**src/ascs_defs.vh**
```
// Overview of operation
// Word with top bit one is configuration data.
// Word with top bit zero is a mode control instruction.
// Mode instruction during a sequence applies at the next chip-select fall.
// Configuration during a sequence keeps the active scan mode to finish.
// After configuration mid-sequence, output invalid until new mode instruction.
// Sequence readout starts at the first pattern entry after mode start.
// Controller reloads a full pattern to change sequence length.
// Shutdown instruction is accepted in the frame reading the last result.
// Sequence count field is eight bits; conversions equal field plus one.
// Configuration with top five bits 10110 loads the sequence length.
// One 16-bit word per chip-select frame, shifted MSB first.
`ifndef ASCS_DEFS_VH
`define ASCS_DEFS_VH
`define ASCS_WORD_W        16
`define ASCS_SEL_HI        15
`define ASCS_SEL_LO        11
`define ASCS_CNT_HI        10
`define ASCS_CNT_LO        3
`define ASCS_SEL_SEQ       5'h16
`define ASCS_MODE_HI       14
`define ASCS_MODE_LO       11
`define ASCS_MODE_SHDN     4'h0
`define ASCS_CNT_RESET     8'h00
`define ASCS_BIT_CNT_W     5
`endif

```
**src/ascs_buf2.v**
```verilog
`timescale 1ns/1ps
module ascs_buf2 #(
	parameter WIDTH = 16
) (
	input  wire             clock_i,
	input  wire             resetn_i,
	input  wire [WIDTH-1:0] in_data_i,
	input  wire             in_valid_i,
	output wire             in_ready_o,
	output wire [WIDTH-1:0] out_data_o,
	output wire             out_valid_o,
	input  wire             out_ready_i
);
	reg [WIDTH-1:0] mem_reg [0:1];
	reg             wp_reg;
	reg             rp_reg;
	reg [1:0]       cnt_reg;
	wire            push;
	wire            pop;

	// Handshake terms
	assign push        = in_valid_i && (cnt_reg != 2'h2);
	assign pop         = out_ready_i && (cnt_reg != 2'h0);
	assign in_ready_o  = (cnt_reg != 2'h2);
	assign out_valid_o = (cnt_reg != 2'h0);
	assign out_data_o  = mem_reg[rp_reg];

	// Pointers and occupancy
	always @(posedge clock_i or negedge resetn_i) begin
		if (!resetn_i) begin
			wp_reg  <= 1'b0;
			rp_reg  <= 1'b0;
			cnt_reg <= 2'h0;
		end else begin
			if (push)
				wp_reg <= ~wp_reg;
			if (pop)
				rp_reg <= ~rp_reg;
			cnt_reg <= cnt_reg + {1'b0, push} - {1'b0, pop};
		end
	end

	// Storage
	always @(posedge clock_i) begin
		if (push)
			mem_reg[wp_reg] <= in_data_i;
	end
endmodule // ascs_buf2

```
**src/ascs_sequencer.v**
```verilog
`timescale 1ns/1ps
`include "ascs_defs.vh"
module ascs_sequencer #(
	parameter RES_W = 16
) (
	input  wire             clock_i,
	input  wire             resetn_i,
	input  wire             cs_n_i,
	input  wire             sclk_i,
	input  wire             din_i,
	output reg              dout_o,
	output reg  [15:0]      cfg_word_o,
	output reg              cfg_strobe_o,
	output reg  [15:0]      mode_word_o,
	output reg              mode_start_o,
	output reg              seq_active_o,
	output reg  [7:0]       user_seq_count_field_o,
	output reg  [7:0]       seq_index_o,
	output reg              dout_valid_o,
	output reg              shutdown_o,
	input  wire             conv_done_i,
	input  wire [RES_W-1:0] result_data_i,
	input  wire             result_valid_i,
	output reg              result_ready_o
);
	// Two-stage synchronisers for pins
	reg [1:0]  cs_sync_reg;
	reg [1:0]  sclk_sync_reg;
	reg [1:0]  din_sync_reg;
	reg        sclk_d_reg;
	reg        cs_d_reg;
	wire       cs_s;
	wire       sclk_s;
	wire       din_s;
	wire       sclk_rise;
	wire       sclk_fall;
	wire       cs_fall;
	wire       cs_rise;

	// Frame capture, deferred instruction and readout state
	reg [15:0] shift_reg;
	reg [4:0]  bits_reg;
	reg [15:0] pend_reg;
	reg        pend_mode_reg;
	reg        last_frame_reg;
	reg [RES_W-1:0] out_sh_reg;
	reg        conv_busy_reg;

	// Buffer side, frame events and readout control
	wire [RES_W-1:0] buf_data;
	wire             buf_valid;
	wire             buf_in_ready;
	wire             word_done;
	wire             take_res;
	wire             seq_open;
	wire             res_accept;
	wire             word_is_shdn;
	wire             pend_is_shdn;
	reg              ready_next;
	reg  [7:0]       idx_step;

	assign cs_s      = cs_sync_reg[1];
	assign sclk_s    = sclk_sync_reg[1];
	assign din_s     = din_sync_reg[1];
	assign sclk_rise = sclk_s && !sclk_d_reg && !cs_s;
	assign sclk_fall = !sclk_s && sclk_d_reg && !cs_s;
	assign cs_fall   = !cs_s && cs_d_reg;
	assign cs_rise   = cs_s && !cs_d_reg;
	assign word_done = cs_rise && (bits_reg == 5'h10);

	// Results leave the buffer only once a mode instruction has opened readout
	assign seq_open     = seq_active_o || pend_mode_reg;
	assign take_res     = cs_fall && buf_valid && seq_open;
	assign res_accept   = result_valid_i && result_ready_o;

	// Mode field decode of the captured and of the deferred word
	assign word_is_shdn = (shift_reg[`ASCS_MODE_HI:`ASCS_MODE_LO] == `ASCS_MODE_SHDN);
	assign pend_is_shdn = (pend_reg[`ASCS_MODE_HI:`ASCS_MODE_LO] == `ASCS_MODE_SHDN);

	// Ready is registered, so it drops on the same edge as the push that fills the buffer
	always @* begin
		ready_next = 1'b1;
		if (!buf_valid)
			ready_next = 1'b1;
		else if (buf_in_ready)
			ready_next = !(res_accept && !take_res);
		else
			ready_next = take_res;
	end

	// Next pattern position; wraps to the first entry after the last
	always @* begin
		idx_step = 8'h00;
		if (seq_index_o != user_seq_count_field_o)
			idx_step = seq_index_o + 8'h01;
	end

	// Result buffer so a late reader loses no word
	ascs_buf2 #(
		.WIDTH(RES_W)
	) u_buf (
		.clock_i     (clock_i),
		.resetn_i    (resetn_i),
		.in_data_i   (result_data_i),
		.in_valid_i  (res_accept),
		.in_ready_o  (buf_in_ready),
		.out_data_o  (buf_data),
		.out_valid_o (buf_valid),
		.out_ready_i (take_res)
	);

	// Pin synchronisers and edge history
	// Reset values match the idle pins, so no false edge follows reset
	always @(posedge clock_i or negedge resetn_i) begin
		if (!resetn_i) begin
			cs_sync_reg   <= 2'h3;
			sclk_sync_reg <= 2'h0;
			din_sync_reg  <= 2'h0;
			sclk_d_reg    <= 1'b0;
			cs_d_reg      <= 1'b1;
		end else begin
			cs_sync_reg   <= {cs_sync_reg[0], cs_n_i};
			sclk_sync_reg <= {sclk_sync_reg[0], sclk_i};
			din_sync_reg  <= {din_sync_reg[0], din_i};
			sclk_d_reg    <= sclk_s;
			cs_d_reg      <= cs_s;
		end
	end

	// Input shifter, MSB first, one word per frame
	always @(posedge clock_i or negedge resetn_i) begin
		if (!resetn_i) begin
			shift_reg <= 16'h0000;
			bits_reg  <= 5'h00;
		end else if (cs_fall) begin
			bits_reg <= 5'h00;
		end else if (sclk_rise && bits_reg != 5'h10) begin
			shift_reg <= {shift_reg[14:0], din_s};
			bits_reg  <= bits_reg + 5'h01;
		end
	end

	// Output shifter loaded at frame start, shifted on falling clock
	always @(posedge clock_i or negedge resetn_i) begin
		if (!resetn_i) begin
			out_sh_reg <= {RES_W{1'b0}};
			dout_o     <= 1'b0;
		end else if (take_res) begin
			out_sh_reg <= {buf_data[RES_W-2:0], 1'b0};
			dout_o     <= buf_data[RES_W-1];
		end else if (sclk_fall) begin
			dout_o     <= out_sh_reg[RES_W-1];
			out_sh_reg <= {out_sh_reg[RES_W-2:0], 1'b0};
		end
	end

	// Word decode, deferred application and sequence tracking
	always @(posedge clock_i or negedge resetn_i) begin
		if (!resetn_i) begin
			cfg_word_o             <= 16'h0000;
			cfg_strobe_o           <= 1'b0;
			mode_word_o            <= 16'h0000;
			mode_start_o           <= 1'b0;
			seq_active_o           <= 1'b0;
			user_seq_count_field_o <= `ASCS_CNT_RESET;
			seq_index_o            <= 8'h00;
			dout_valid_o           <= 1'b0;
			shutdown_o             <= 1'b0;
			result_ready_o         <= 1'b0;
			pend_reg               <= 16'h0000;
			pend_mode_reg          <= 1'b0;
			last_frame_reg         <= 1'b0;
			conv_busy_reg          <= 1'b0;
		end else begin
			cfg_strobe_o   <= 1'b0;
			mode_start_o   <= 1'b0;
			result_ready_o <= ready_next;
			// Busy from mode start until the converter reports done
			if (mode_start_o)
				conv_busy_reg <= 1'b1;
			else if (conv_done_i)
				conv_busy_reg <= 1'b0;
			// Full frames only; the top bit says configuration or mode
			if (word_done) begin
				if (shift_reg[`ASCS_SEL_HI]) begin
					cfg_word_o   <= shift_reg;
					cfg_strobe_o <= 1'b1;
					if (shift_reg[`ASCS_SEL_HI:`ASCS_SEL_LO] == `ASCS_SEL_SEQ)
						user_seq_count_field_o <=
							shift_reg[`ASCS_CNT_HI:`ASCS_CNT_LO];
					if (seq_active_o)
						dout_valid_o <= 1'b0;
				end else if (seq_active_o) begin
					pend_reg      <= shift_reg;
					pend_mode_reg <= 1'b1;
					if (last_frame_reg && word_is_shdn)
						shutdown_o <= 1'b1;
				end else begin
					pend_reg      <= shift_reg;
					pend_mode_reg <= 1'b1;
				end
			end
			// Deferred instruction takes effect at the next frame start
			if (cs_fall && pend_mode_reg) begin
				mode_word_o   <= pend_reg;
				mode_start_o  <= 1'b1;
				pend_mode_reg <= 1'b0;
				if (pend_is_shdn) begin
					shutdown_o     <= 1'b1;
					seq_active_o   <= 1'b0;
					last_frame_reg <= 1'b0;
				end else begin
					shutdown_o     <= 1'b0;
					seq_active_o   <= 1'b1;
					seq_index_o    <= 8'h00;
					dout_valid_o   <= 1'b1;
					// First entry goes out in this frame; a one-entry pattern ends here
					last_frame_reg <= (user_seq_count_field_o == 8'h00);
				end
			end else if (take_res && seq_active_o) begin
				seq_index_o    <= idx_step;
				last_frame_reg <= (idx_step == user_seq_count_field_o);
			end
		end
	end
endmodule // ascs_sequencer
```
**config.mk**
```make
export PLATFORM = sky130hd
export DESIGN_NAME = ascs_sequencer
export DESIGN_NICKNAME = d
export VERILOG_FILES = /design/src/ascs_buf2.v /design/src/ascs_sequencer.v
export VERILOG_INCLUDE_DIRS = /design/src /design/src/src
export SDC_FILE = /design/constraint.sdc
export NUM_CORES = 1
export LEC_CHECK = 0
export ABC_AREA = 1
export BUFFER_PORTS_ARGS = -buffer_cell sky130_fd_sc_hd__clkbuf_2
export CAP_MARGIN = 15
export CORE_MARGIN = 2
export CORE_UTILIZATION = 40
export CTS_BUF_LIST = sky130_fd_sc_hd__clkbuf_4
export DETAILED_ROUTE_END_ITERATION = 7
export HOLD_SLACK_MARGIN = 0.05
export MAX_ROUTING_LAYER = met4
export PLACE_DENSITY_LB_ADDON = 0.3
export SETUP_SLACK_MARGIN = 0.02
export SYNTH_ARGS = -nofsm -noshare
export SYNTH_HDL_FRONTEND = slang
export SYNTH_HIERARCHICAL = 1
export SYNTH_SLANG_ARGS = --single-unit
```
**constraint.sdc**
```tcl
create_clock -name clock_i -period 2.1 [get_ports clock_i]
set_input_delay 0.21 -clock clock_i [delete_from_list [all_inputs] [get_ports clock_i]]
set_output_delay 0.21 -clock clock_i [all_outputs]
set_load 0.005 [all_outputs]
```
### Word level (Yosys, flattened, before mapping)

Memories as Yosys holds them, arrays and structs flattened.
Index checks and enable logic that the tools add are counted.

* bits in registers: 120
* input port bits: 23
* bits in writable memories: 32
* logic and storage cells: 118
* output and inout port bits: 55
* memories: 1

Memory list
* u_buf.mem_reg: depth 2, bits a word 16, read ports 1, clocked after Yosys merged registers in 0, wr ports 1, RTL line ascs_buf2.v:14 `reg [WIDTH-1:0] mem_reg [0:1];`

* eq/ne operators: 8
* reduce and logical (&&, ||, !) cells: 41
* multiplexer cells: 35
* $add $sub $neg: 4
* bitwise logic cells: 4

Operators with widths (number)
* $mux 16: 2
* $mux 8: 4
* $mux 1: 27
* $logic_and 1x1->1: 17
* $reduce_bool 2->1: 7
* $eq 5x5->1 const B: 2
* $mux 5: 2
* $reduce_and 2->1: 5
* $add 8x1->8 const B: 1
* $eq 8x8->1: 1
* $logic_not 4->1: 2
* $logic_not 8->1: 1
* $ne 8x8->1: 1
* $logic_not 1->1: 6
* $add 5x1->5 const B: 1
* $ne 5x5->1 const B: 1
* $ne 2x2->1 const B: 2
* $not 1->1: 4
* $reduce_and 4->1: 1
* $reduce_and 3->1: 1
* $add 2x1->2: 1
* $ne 2x1->1 const B: 1
* $sub 2x1->2: 1
* $logic_or 1x1->1: 1

### Longest topological paths before layout

Gate-level depths: netlist (run 1).

* word-level depth: 9
* depth in mapped cells: 14
* depth with buffers taken out: 14

### By module

The synthesis (run 1) kept the hierarchy.

By module, submodules not included
* ascs_sequencer: area an instance 4827.1 um^2, sequential area each 2881.5 um^2, cells an instance 536, instances 1
* ascs_buf2: area an instance 1427.6 um^2, sequential area each 1061.0 um^2, cells an instance 115, instances 1

### Worst setup path before layout (run 1)

Ideal clock, no wire load.

* path type: reg2reg
* from: register cs_sync_reg[1]
* to: register u_buf.cnt_reg[1]
* arrival: 1.888 ns
* slack: 0.095 ns
* library setup time: 0.116 ns
* stages on the path, launching flop included: 15
* path buffers: 1
* cell sequence: dfstp_2 > inv_1 > nand2_1 > inv_1 > o211ai_1 > inv_1 > buf_2 > nand2_1 > inv_1 > ha_1 > inv_1 > ha_1 > inv_1 > nand2_1 > nand2_1

* cells in the longest elaborated chain, start to end: 6

Ends and longest elaborated chain
* start: declaration: RTL line ascs_sequencer.v:27 `reg [1:0] cs_sync_reg;`
* start signal: assignment: RTL line ascs_sequencer.v:122 `cs_sync_reg <= {cs_sync_reg[0], cs_n_i};`
* $logic_not 1->1: RTL line ascs_sequencer.v:67 `assign cs_fall = !cs_s && cs_d_reg;`
* $logic_and 1x1->1: RTL line ascs_sequencer.v:67
* $logic_and 1x1->1 (2 in series): RTL line ascs_sequencer.v:73 `assign take_res = cs_fall && buf_valid && seq_open;`
* via take_res: RTL line ascs_sequencer.v:54 `wire take_res;`
* $logic_and 1x1->1: RTL line ascs_buf2.v:23 `assign pop = out_ready_i && (cnt_reg != 2'h0);`
* via u_buf.pop: RTL line ascs_buf2.v:19 `wire pop;`
* $sub 2x1->2: RTL line ascs_buf2.v:39 `cnt_reg <= cnt_reg + {1'b0, push} - {1'b0, pop};`
* end signal: assignment: RTL line ascs_buf2.v:39
* end: declaration: RTL line ascs_buf2.v:17 `reg [1:0] cnt_reg;`

The timed path passes the listed nets, and every way through them passes these cells.
A chain may end at the register's enable or synchronous reset.

### Worst setup path after layout (run 1)

* from: register user_seq_count_field_o[5]
* to: register last_frame_reg

* cells in the longest elaborated chain, start to end: 5
* elaborated cells between the ends (all ways): 7

Ends and longest elaborated chain
* start: declaration: RTL line ascs_sequencer.v:17 `output reg [7:0] user_seq_count_field_o,`
* start signal: assignment: RTL line ascs_sequencer.v:165 `` user_seq_count_field_o <= `ASCS_CNT_RESET; ``
* start signal: assignment: RTL line ascs_sequencer.v:189 `user_seq_count_field_o <=`
* $ne 8x8->1: RTL line ascs_sequencer.v:94 `if (seq_index_o != user_seq_count_field_o)`
* $mux 8: RTL line ascs_sequencer.v:94
* $eq 8x8->1: RTL line ascs_sequencer.v:222 `last_frame_reg <= (idx_step == user_seq_count_field_o);`
* $mux 1: RTL line ascs_sequencer.v:220 `end else if (take_res && seq_active_o) begin`
* $mux 1 (*): RTL line ascs_sequencer.v:204 `if (cs_fall && pend_mode_reg) begin`
* end signal: assignment: RTL line ascs_sequencer.v:218 `last_frame_reg <= (user_seq_count_field_o == 8'h00);`
* end signal: assignment: RTL line ascs_sequencer.v:222
* end: declaration: RTL line ascs_sequencer.v:45 `reg last_frame_reg;`

Every way passes the cells marked *; elsewhere a longest branch is shown, timed or not. The select of a mux whose other input is x is not followed.

==> results of run 1 <==
-- how the worst max path moves through the flow --
stage	start	to	slack, ps	cells past startpoint
CTS	cs_d_reg	seq_index_o[0]	140	7
floorplan	cs_sync_reg[1]	u_buf/cnt_reg[1]	100	14
finish	user_seq_count_field_o[5]	last_frame_reg	230	12
detailed placement	cs_d_reg	seq_index_o[1]	160	7
global placement	cs_d_reg	seq_index_o[7]	180	7
global route	seq_index_o[0]	last_frame_reg	30	13
-- stage by stage --
stage | hold WS (ps) | worst slack, ps | util [%]
after floorplan | -85.59 | 95.45 | -
after global placement | 186.9 | 183.3 | 45.46
after detailed placement | 200.1 | 161.0 | 45.46
after CTS | 111.7 | 136.5 | 48.59
after global routing | 125.7 | 29.12 | 48.62
final | 134.3 | 227.2 | 48.62
-- cell usage after synthesis, types with 5 or more instances --
cell type,instances,area [µm²]
nor2_1,17,63.81
xor2_1,7,61.31
o21ai_0,64,320.3
o22ai_1,5,31.28
dfrtp_1,116,2903
clkbuf_1,13,48.80
nand2_1,226,848.3
ha_1,5,62.56
nand2_2,7,43.79
nand3_1,35,175.2
o211ai_1,6,45.04
edfxtp_1,32,960.9
inv_1,62,232.7
buf_2,6,30.03
-- worst max-delay path, delay by kind of cell (launching register included) --
family	cells	cell delay, ps
compound gates	1	50
buf+inv	1	100
flops	1	520
simple gates	10	1100
-- power by group through the flow --
stage	sequential, mW	combinational, mW	clock, mW
after floorplan	3.35	0.265	0
after global placement	3.36	0.444	0
after detailed placement	3.37	0.459	0
after CTS	3.31	0.494	1.78
after global routing	3.33	0.551	1.91
final	3.31	0.481	1.72
-- cell usage in the layout, fill, tap and decap left out, types with 2 or more instances in the layout --
cell type / n
nand4_1: 3
a21oi_1: 3
o311ai_0: 3
nand2_2: 8
clkbuf_2: 74
nor2_2: 3
clkinv_2: 6
o211ai_1: 6
or2_2: 2
bufinv_16: 2
ha_1: 5
xor2_1: 7
clkinv_4: 3
edfxtp_1: 32
dlygate4sd3_1: 21
xnor2_1: 3
nor4_1: 4
a31oi_1: 3
o22ai_1: 5
dfstp_2: 3
nand2_1: 225
buf_4: 22
o21ai_0: 64
nand3_1: 35
nor3_1: 3
clkbuf_4: 18
dfrtp_1: 116
inv_1: 62
nor2_1: 17
o311ai_1: 3
-- cells by family (layout without fill, tap and decap cells) --
group | after synthesis | count (layout)
AOI/OAI and AO/OA | 91 | 91
xor gates and xnor gates | 10 | 10
adders and majority gates | 5 | 5
buffers and inverters | 89 | 214
DFF | 151 | 151
other | 1 | 2
and+or+nand+nor | 304 | 304
-- what timing repair did --
item,CTS,global route
resized for setup,0,2
setup buffers,0,0
setup endpoints to repair,0,7
hold buffers,21,0
endpoints found under the hold margin,123,0
-- layout make-up --
class,count,area [µm²],share of cell area (%)
well taps,211,264.0,3.559
clock inverters,13,131.4,1.771
flip-flops and latches,151,3943,53.15
repair buffers,118,765.7,10.32
clock buffers,18,135.1,1.822
multi-input cells,411,1926,25.96
diodes,1,2.502,0.03373
inverters,65,251.5,3.390
-- layer usage --
metal	GRT usage (%)	up-vias
met1	23.35	2284
met2	27.95	118
li1	-	2334
met4	6.905	0
met3	4.129	19
met5	-	-
==> key figures, run 1 <==
Synth
  • Synthesized area: 6255 µm²
  • Ys Warns: 6
  • Largest family of logic cells by synthesized area: simple AND/OR/NAND/NOR gates
  • Syn_area_per_cell: 9.608 µm²
  • Yosys reg bits: 151
  • Ys async rst share: 78.81%
  • Main synth FF type: dfrtp_1
  • Post-synthesis sequential area ratio: 63.03%
  • Syn_nets: 679
  • Xor/xnor cell area share of the yosys netlist: 1.400%
  • Adder-Cell Fraction of Synth Area: 1.000%
  • Multiplexer area fraction after synthesis: 0%
  • Simple-Gate Fraction of Synth Area: 20.08%
  • Post-synthesis cell count: between 600 and 700
  • Post-synth EDFFs: 32
  • Compound-Gate Fraction of Synth Area: under 10%
  • Synth cell types: 40

Worst setup path
  • Worst path most repeated cell: nand2_1
  • Type of origin of the critical path: register
  • R2r worst-path depth: 12
  • Reg2reg end: last_frame_reg
  • Critical R2R Launch: user_seq_count_field_o[5]
  • Cell Chain, Critical Path: inv_1, nand2_1, nand2_1, nand2_1, nor2_2, nand2_2, nand2_1, or2_2, nand3_1, nor2_1, nand2_1, a21oi_2
  • Slowest CP cell: dfrtp_1
  • CP peak stage delay: 520 ps
  • CP arrival: 2330 ps
  • Max FO, Critical Path: 12
  • CP Class: register to register
  • CP Capture Type: register
  • WP data required: 2560 ps
  • R2R setup slack: 230 ps

Timing
  • Clock Skew: 20.57 ps
  • Setup Viol. Count Final: 0
  • Pins Over Slew Limit: 0
  • Worst rel slew slack: between 50% and 60%
  • Worst Tran Pin Value: 655.1 ps
  • Fin crit period: 1873 ps
  • Fmax: 534.0 MHz
  • Hold Fails Final Rpt: 0
  • Final TNS setup: 0 ps
  • RSZ-0062 raised after global routing: false
  • Final Cycle Share: 89.18%

Power and ir drop
  • Sw Share: 25.79%
  • Internal power: about 4.1 mW
  • Sw power: 1.422 mW
  • Design Power: 5.513 mW
  • PD cells: 743.2 nW/µm²
  • P_leak: between 3 and 4 nW
  • Combinational share of power: 8.7%
  • Flop pwr share: between 60% and 70%
  • Maximum vdd ir drop: 0.0002983 V
  • Clock share of power: 31.2%

Hold path
  • Worst hold path type: primary input to asynchronous set/reset pin

Detailed routing
  • Antenna-violating nets left: 0
  • Vias after detailed routing: between 4,000 and 5,000
  • DRT met1 WL: between 6000 and 7000 µm
  • Routed length on met2: around 6500 µm
  • Routed len/inst: 13.75 µm
  • Total wire length: 13,580 µm
  • Top sig layer: met4
  • First DRT Iteration DRCs: 278
  • First-pass DRT Iterations: 5
  • Met3 WL post-DR: 711 µm
  • Drt drc: 0
  • Average vias per placed instance: 4.813

Cells and area
  • Non-Filler Instances: 988
  • Fraction of layout instances using a drive strength above 1: 19.20%
  • P&R area growth vs syn: 18.60%
  • Design Area, Final: 7418 µm²
  • Largest register FFs: 32
  • Layout Nets: 792
  • # fillers: 1,456

Outcome
  • Outcome: completed

Global routing
  • Total track usage: ~18%
  • Largest net degree at the start of global routing: 56
  • Initial antenna violation count: 1
  • Vias in the first global route: 4,643
  • Global-route wire length before repair: 22,560 µm
  • Grt ovf: 0

Place
  • DP HPWL: around 9400 µm
  • Final GP Congestion: between 0.8 and 0.9
  • IO Port Bufs: 75
  • Placed Area: 6937 µm²
  • DP Cell Count: roughly 940

Die
  • Io pins: 78
  • Die Height: 129.0 µm
  • Core Area: between 15,000 and 20,000 µm²
  • Starting density of the core: between 40% and 50%
  • Number of cell rows: 45
  • Floorplan die width: 129.0 µm
  • Full die area: 16,650 µm²

Clocking
  • Clock Sinks: 151
  • Later-pin clock latency in the skew report: roughly 560 ps
  • H-tree depth: 4
  • Clock-pin slew on the worst setup and hold paths: about 130 ps
  • CTS tree: yes
  • Number of buffers created by CTS: 17
  • CTS Root Cell: clkbuf_4
  • CTS Buffer Depth: 2

Run
  • MaxCap Viol Count: 0
Power figures use the tool's default switching activity.
==> run 2: changes to the inputs <==
--- a/config.mk
+++ b/config.mk
@@ -6,11 +6,11 @@
 export SDC_FILE = /design/constraint.sdc
 export NUM_CORES = 1
 export LEC_CHECK = 0
-export ABC_AREA = 1
 export BUFFER_PORTS_ARGS = -buffer_cell sky130_fd_sc_hd__clkbuf_2
 export CAP_MARGIN = 15
+export CORE_ASPECT_RATIO = 0.7
 export CORE_MARGIN = 2
-export CORE_UTILIZATION = 40
+export CORE_UTILIZATION = 54
 export CTS_BUF_LIST = sky130_fd_sc_hd__clkbuf_4
 export DETAILED_ROUTE_END_ITERATION = 7
 export HOLD_SLACK_MARGIN = 0.05
==> run 2 against run 1 <==
- die area decreased by 24%
- first-iteration DRC count decreased by 24%
- synthesized cell count decreased by 25%
- count of clock-buffer cells in the layout decreased by 1
- largest cell class unchanged
==> key figures, run 2 <==
Synth
  • Post-synth EDFFs: 32 (unchanged)
  • Post-synth top cells: 116 x dfrtp_1, 74 x mux2_2, 65 x nand2_1
  • Synthesized area: 6354 µm² (+1.6%)
  • Syn_nets: 519 (-24%)
  • Ys Warns: 6 (unchanged)
  • Post-synthesis sequential area ratio: 62.05% (-0.98 points)
  • Yosys reg bits: 151 (unchanged)
  • Synth cell types: 55 (+38%)
  • Post-synth top area cell: dfrtp_1
  • Most instantiated library cell after synthesis: dfrtp_1
  • Syn_area_per_cell: 12.94 µm² (+35%)
  • Ys async rst share: 78.81% (unchanged)
  • Main synth FF type: dfrtp_1
  • Post-synthesis cell count: 491 (-25%)
  • Synth top area share: 45.69% (-0.72 points)
  • Synth area leaders: dfrtp_1 46%, edfxtp_1 15%, mux2_2 13%, nand2_1 3.8%, mux2i_1 2.5%

Timing
  • Clock Skew: 20.30 ps (-0.2633 ps)
  • Pins Over Slew Limit: 0 (unchanged)
  • Setup Viol. Count Final: 0 (unchanged)
  • Fmax: 514.3 MHz (-3.7%)
  • RSZ-0062 raised after global routing: true
  • Final setup margin: 155.6 ps (-71.62 ps)
  • Final TNS setup: 0 ps (unchanged)
  • Hold Fails Final Rpt: 0 (unchanged)
  • Fin crit period: 1944 ps (+71.62 ps)
  • Final Cycle Share: 92.59% (+3.4 points)

Clocking
  • CTS Buffer Depth: 2 (unchanged)
  • CTS Root Cell: clkbuf_4
  • Clock Sinks: 151 (unchanged)
  • Number of buffers created by CTS: 17 (unchanged)
  • H-tree depth: 4 (unchanged)
  • Clock-pin slew on the worst setup and hold paths: 140 ps (about the same)
  • CTS tree: yes
  • Later-pin clock latency in the skew report: 540 ps (-20 ps)

Place
  • Placed Area: 7088 µm² (+2.2%)
  • DP HPWL: 8860 µm (-5.9%)
  • Pre-CTS setup slack: 76.35 ps (-84.64 ps)
  • IO Port Bufs: 75 (unchanged)
  • Final GP Congestion: 0.8385 (-3.1%)

Global routing
  • Initial antenna violation count: 0 (-1)
  • Total track usage: 22.46% (+4.4 points)
  • Global-route wire length before repair: 21,090 µm (-6.5%)
  • Largest net degree at the start of global routing: 48 (-14%)
  • Grt ovf: 0 (unchanged)
  • Vias in the first global route: 4,107 (-12%)

Detailed routing
  • First-pass DRT Iterations: 4 (-1)
  • Total wire length: 12,540 µm (-7.6%)
  • Antenna-violating nets left: 0 (unchanged)
  • Drt drc: 0 (unchanged)
  • First DRT Iteration DRCs: 212 (-24%)
  • Vias after detailed routing: 4,152 (-13%)
  • Routed len/inst: 15.96 µm (+16%)
  • Average vias per placed instance: 5.282 (+9.8%)

Power and ir drop
  • Maximum vdd ir drop: 0.0004744 V (+59%)
  • PD cells: 779.8 nW/µm² (+4.9%)
  • P_leak: 3.656 nW (+1.7%)

Die
  • Floorplan die width: 133.6 µm (+3.6%)
  • Number of cell rows: 33 (-27%)
  • Starting density of the core: 54.76% (+14 points)
  • Full die area: 12,660 µm² (-24%)
  • Die Height: 94.76 µm (-27%)
  • Core Area: 11,600 µm² (-24%)
  • Io pins: 78 (unchanged)

Cells and area
  • Fraction of layout instances using a drive strength above 1: 36.88% (+18 points)
  • # fillers: 900 (-38%)
  • Commonest non-fill, non-tap cells in the layout: 114 x dfrtp_1, 74 x mux2_2, 74 x clkbuf_2
  • Layout Nets: 644 (-19%)
  • Design Area, Final: 7660 µm² (+3.3%)
  • Commonest non-fill, non-tap cell in the layout: dfrtp_1
  • P&R area growth vs syn: 20.56%
  • Post-layout util: 66.02% (+17 points)
  • ANT cells: 0 (-1)
  • Largest register FFs: 32 (unchanged)

Hold path
  • Worst hold path type: primary input to asynchronous set/reset pin

Worst setup path
  • Type of origin of the critical path: register
  • CP Capture Type: register
  • CP Class: register to register
  • WP data required: 2550 ps (about the same)
  • Max FO, Critical Path: 6 (-6)
  • CP arrival: 2390 ps (+60 ps)

Run
  • MaxCap Viol Count: 0 (unchanged)

Outcome
  • Outcome: completed
## run 2: area by class of cell
| class | instances | area [µm²] | area share [%] |
|---|---|---|---|
| Multi-Input combinational cell | 309 | 2291 | 29.91 |
| Sequential cell | 151 | 3945 | 51.50 |
| Clock buffer | 17 | 127.6 | 1.666 |
| Clock inverter | 15 | 211.5 | 2.761 |
| Inverter | 8 | 30.03 | 0.3920 |
| Tap cell | 157 | 196.4 | 2.565 |
| Timing Repair Buffer | 129 | 858.3 | 11.21 |
## run 2: logic make-up (layout without fill, tap and decap cells)
kind of cell               Yosys count  in the layout  synth area share (%)
DFF                                151            151                 62.05
and+or+nand+nor                    135            135                 10.30
muxes                               90             90                 15.64
AOI/OAI and AO/OA                   54             54                 5.101
buffers and inverters               31            169                 2.442
xor gates and xnor gates            24             24                 3.427
adders and majority gates            5              5                0.9846
other                                1              1               0.05902
## run 2: path summary, 6_finish.rpt
| check | startpoint | endpoint | cells past startpoint | slack [ps] |
|---|---|---|---|---|
| setup / recovery | seq_index_o[7] | last_frame_reg | 6 | 160 |
| max in group asynchronous | resetn_i | result_ready_o | 3 | 1310 |
| hold reg to reg | cs_sync_reg[0] | cs_sync_reg[1] | 0 | 360 |
| setup reg to reg | seq_index_o[7] | last_frame_reg | 6 | 160 |
| min in group clock_i | result_valid_i | result_ready_o | 4 | 130 |
| hold / removal | resetn_i | cfg_strobe_o | 2 | 110 |
## run 2: what timing repair did
action                                 in CTS  in global routing
resized for setup                           1                  7
pin swaps                                   0                  0
setup endpoints to repair                   1                  9
hold buffers                               20                  0
setup buffers                               0                  0
endpoints found under the hold margin     151                  0
## run 2: routing by layer
| layer | vias to the layer above | GRT usage (%) | part of all wire, % |
|---|---|---|---|
| li1 | 1980 | - | - |
| met1 | 2097 | 32.80 | 51 |
| met2 | 62 | 31.66 | 44 |
| met3 | 13 | 4.938 | 3.2 |
| met4 | 0 | 6.915 | 1.1 |
| met5 | - | - | 0 |
## run 2: stage by stage
stage | total power, mW | hold slack, ps | instances
after floorplan | 3.706 | -85.59 | 491
after global placement | 3.897 | 153.6 | 734
after detailed placement | 3.940 | 159.7 | 734
after CTS | 6.031 | 87.11 | 786
after global routing | 6.244 | 104.8 | 786
final | 5.973 | 110.5 | 786
## run 2: power by group
part           leakage (nW)  switching, mW  internal, mW
logic                  1.56          0.267         0.236
clock network         0.184           1.09         0.977
registers              1.91          0.142          3.26
total                  3.66           1.50          4.47
## run 2: worst max-delay path, cell delays in order, from the launching register on
cell and delay [ps]:
dfrtp_1 450, xnor2_1 340, nand4_1 260, nor2_4 250
o21a_1 170, o2111ai_1 130, a211oi_1 270
==> run 3: changes to the inputs <==
--- a/config.mk
+++ b/config.mk
@@ -10,7 +10,7 @@
 export CAP_MARGIN = 15
 export CORE_ASPECT_RATIO = 0.7
 export CORE_MARGIN = 2
-export CORE_UTILIZATION = 54
+export CORE_UTILIZATION = 55
 export CTS_BUF_LIST = sky130_fd_sc_hd__clkbuf_4
 export DETAILED_ROUTE_END_ITERATION = 7
 export HOLD_SLACK_MARGIN = 0.05
==> constraint.sdc (replaced) <==
create_clock -name clock_i -period 2.2 [get_ports clock_i]
set_input_delay 0.22 -clock clock_i [delete_from_list [all_inputs] [get_ports clock_i]]
set_output_delay 0.22 -clock clock_i [all_outputs]
set_load 0.005 [all_outputs]
==> run 3 against run 2 <==
- utilization is 1.7 points higher
- routed wire length hardly changed
- critical path type unchanged
- global-route usage is 0.35 points higher
- critical endpoint is now u_buf/cnt_reg[1]
==> key figures, run 3 (same netlist as run 2, synthesis figures left out) <==
Worst setup path
  • CP arrival: 2520 ps (+130 ps)
  • Type of origin of the critical path: register
  • R2r worst-path depth: 8 (+2)
  • Max FO, Critical Path: 6 (unchanged)
  • R2R setup slack: 130 ps (-30 ps)
  • Critical R2R Launch: cs_d_reg
  • WP data required: 2650 ps (+100 ps)
  • Slowest CP cell: dfstp_2
  • Reg2reg end: u_buf/cnt_reg[1]
  • CP Class: register to register
  • CP peak stage delay: 570 ps (+120 ps)
  • Cell Chain, Critical Path: nor2b_1, o211a_1, and2_4, ha_1, inv_1, ha_1, xnor2_1, xnor2_1
  • CP Capture Type: register

Detailed routing
  • First-pass DRT Iterations: 4 (unchanged)
  • Vias after detailed routing: 4,153 (+0.024%)
  • First DRT Iteration DRCs: 237 (+12%)
  • Routed len/inst: 16.30 µm (+2.1%)
  • Drt drc: 0 (unchanged)
  • Total wire length: 12,550 µm (about the same)
  • Average vias per placed instance: 5.394 (+2.1%)
  • Antenna-violating nets left: 0 (unchanged)

Power and ir drop
  • PD cells: 750.7 nW/µm² (-3.7%)
  • Maximum vdd ir drop: 0.0004387 V (-7.5%)
  • Design Power: 5.658 mW (-5.3%)
  • P_leak: 3.563 nW (-2.5%)

Timing
  • Final setup margin: 128.1 ps (-27.50 ps)
  • Fmax: 482.6 MHz (-6.2%)
  • Clock Skew: 22.90 ps (+2.598 ps)
  • Pins Over Slew Limit: 0 (unchanged)
  • Worst rel slew slack: between 40% and 50%
  • Final TNS setup: 0 ps (unchanged)
  • Hold Fails Final Rpt: 0 (unchanged)
  • RSZ-0062 raised after global routing: false
  • Worst Tran Pin Value: 755.9 ps
  • Fin crit period: 2072 ps (+127.5 ps)
  • Final Cycle Share: 94.18% (+1.6 points)
  • Setup Viol. Count Final: 0 (unchanged)

Cells and area
  • ANT cells: 0 (unchanged)
  • Non-Filler Instances: 770 (-2.0%)
  • Register area: 3944 µm² (about the same)
  • Fraction of layout instances using a drive strength above 1: 35.98% (-0.90 points)
  • P&R area growth vs syn: 18.63%
  • Largest register FFs: 32 (unchanged)
  • Layout Nets: 632 (-1.9%)
  • # fillers: 832 (-7.6%)
  • Multi-input logic area: 2283 µm² (-0.33%)
  • Commonest non-fill, non-tap cell in the layout: dfrtp_1
  • Commonest non-fill, non-tap cells in the layout: 115 x dfrtp_1, 74 x mux2_2, 74 x clkbuf_2
  • Design Area, Final: 7537 µm² (-1.6%)

Global routing
  • Gr busiest metal: met2
  • GR Util met3: 4.800% (-0.14 points)
  • Total track usage: 22.82% (+0.35 points)
  • Vias in the first global route: 4,205 (+2.4%)
  • Met2 usage: 34.20% (+2.5 points)
  • Largest net degree at the start of global routing: 48 (unchanged)
  • Grt met1 use: 31.95% (-0.85 points)
  • Initial antenna violation count: 0 (unchanged)
  • Global-route wire length before repair: 21,420 µm (+1.6%)
  • Grt ovf: 0 (unchanged)

Place
  • DP HPWL: 8710 µm (-1.7%)
  • Placed Area: 6980 µm² (-1.5%)
  • Final GP Congestion: 0.9116 (+8.7%)
  • Pre-CTS setup slack: 89.21 ps (+12.86 ps)
  • DP Cell Count: 718 (-2.2%)
  • IO Port Bufs: 75 (unchanged)

Hold path
  • Worst hold stages: 4
  • Worst hold path type: primary input to register
  • Hold_sp: result_valid_i
  • Hold Path End: u_buf/wp_reg

Clocking
  • Postcts setup bufs: 0 (unchanged)
  • CTS Root Cell: clkbuf_4
  • Number of buffers created by CTS: 17 (unchanged)
  • CTS Buffer Depth: 2 (unchanged)
  • H-tree depth: 4 (unchanged)
  • Clock Sinks: 151 (unchanged)
  • CTS tree: yes
  • Later-pin clock latency in the skew report: 530 ps (about the same)
  • Clock-pin slew on the worst setup and hold paths: 140 ps (about the same)

Outcome
  • Outcome: completed

Die
  • Starting density of the core: 57.08% (+2.3 points)
  • Number of cell rows: 32 (-3.0%)
  • Core Area: 11,130 µm² (-4.1%)
  • Floorplan die width: 132.5 µm (-0.88%)
  • Full die area: 12,440 µm² (-1.8%)
  • Die Height: 93.93 µm (-0.88%)
  • Io pins: 78 (unchanged)

Run
  • MaxCap Viol Count: 0 (unchanged)
==> run 3: cell types whose count changed in the layout (fill, tap and decap cells not counted), moves of 2 or more <==
cell,delta
buf_4,-11
clkinv_2,+3
inv_4,-2
inv_6,-2
==> run 3: timing repair <==
item,in CTS,in global routing
endpoints found under the setup margin,0,26
hold endpoints to repair,76,0
gates resized for setup,0,6
hold buffers,20,0
==> run 3: metal layers <==
| layer | vias up | part of all wire (%) |
|---|---|---|
| met4 | 0 | 1.2 |
| met2 | 95 | 46 |
| li1 | 1943 | - |
| met5 | - | 0 |
| met3 | 16 | 4.1 |
| met1 | 2099 | 49 |
==> run 3: worst max-delay path: cells and delay by family, from the launching register on <==
kind	cells	cell delay (ps)
AO/OA/AOI/OAI	1	240
adder cells (fa/ha/maj)	2	370
AND/OR/NAND/NOR	2	500
XOR/XNOR	2	270
flip-flops	1	570
buffers and inverters	1	50
==> run 3: through the flow <==
stage                     utilization, %  hold WS (ps)
after global placement             62.71         249.4
after CTS                          67.50         119.9
after detailed placement           62.71         250.9
final                              67.72         166.7
after global routing               67.72         155.2
after floorplan                        -        -75.59
==> run 3: cell type report <==
type / instances / area share, %
well taps: 153 / 2.540
clock buffers: 18 / 1.793
clock inverters: 14 / 2.623
flip-flops and latches: 151 / 52.32
repair buffers: 117 / 10.03
inverters: 8 / 0.3984
multi-input cells: 309 / 30.30
==> run 3: how the worst max path moves through the flow <==
stage / start / to / cells past startpoint
after floorplan: cs_d_reg / u_buf/cnt_reg[1] / 10
after global placement: seq_index_o[0] / last_frame_reg / 7
after detailed placement: seq_index_o[0] / last_frame_reg / 7
after CTS: seq_index_o[0] / last_frame_reg / 7
after global routing: cs_d_reg / u_buf/cnt_reg[1] / 8
final: cs_d_reg / u_buf/cnt_reg[1] / 8
==> run 3: where the power goes <==
group	internal [mW]	switching [mW]	leakage, nW
Combinational	0.224	0.260	1.47
Clock	0.928	1.00	0.179
Sequential	3.11	0.135	1.91
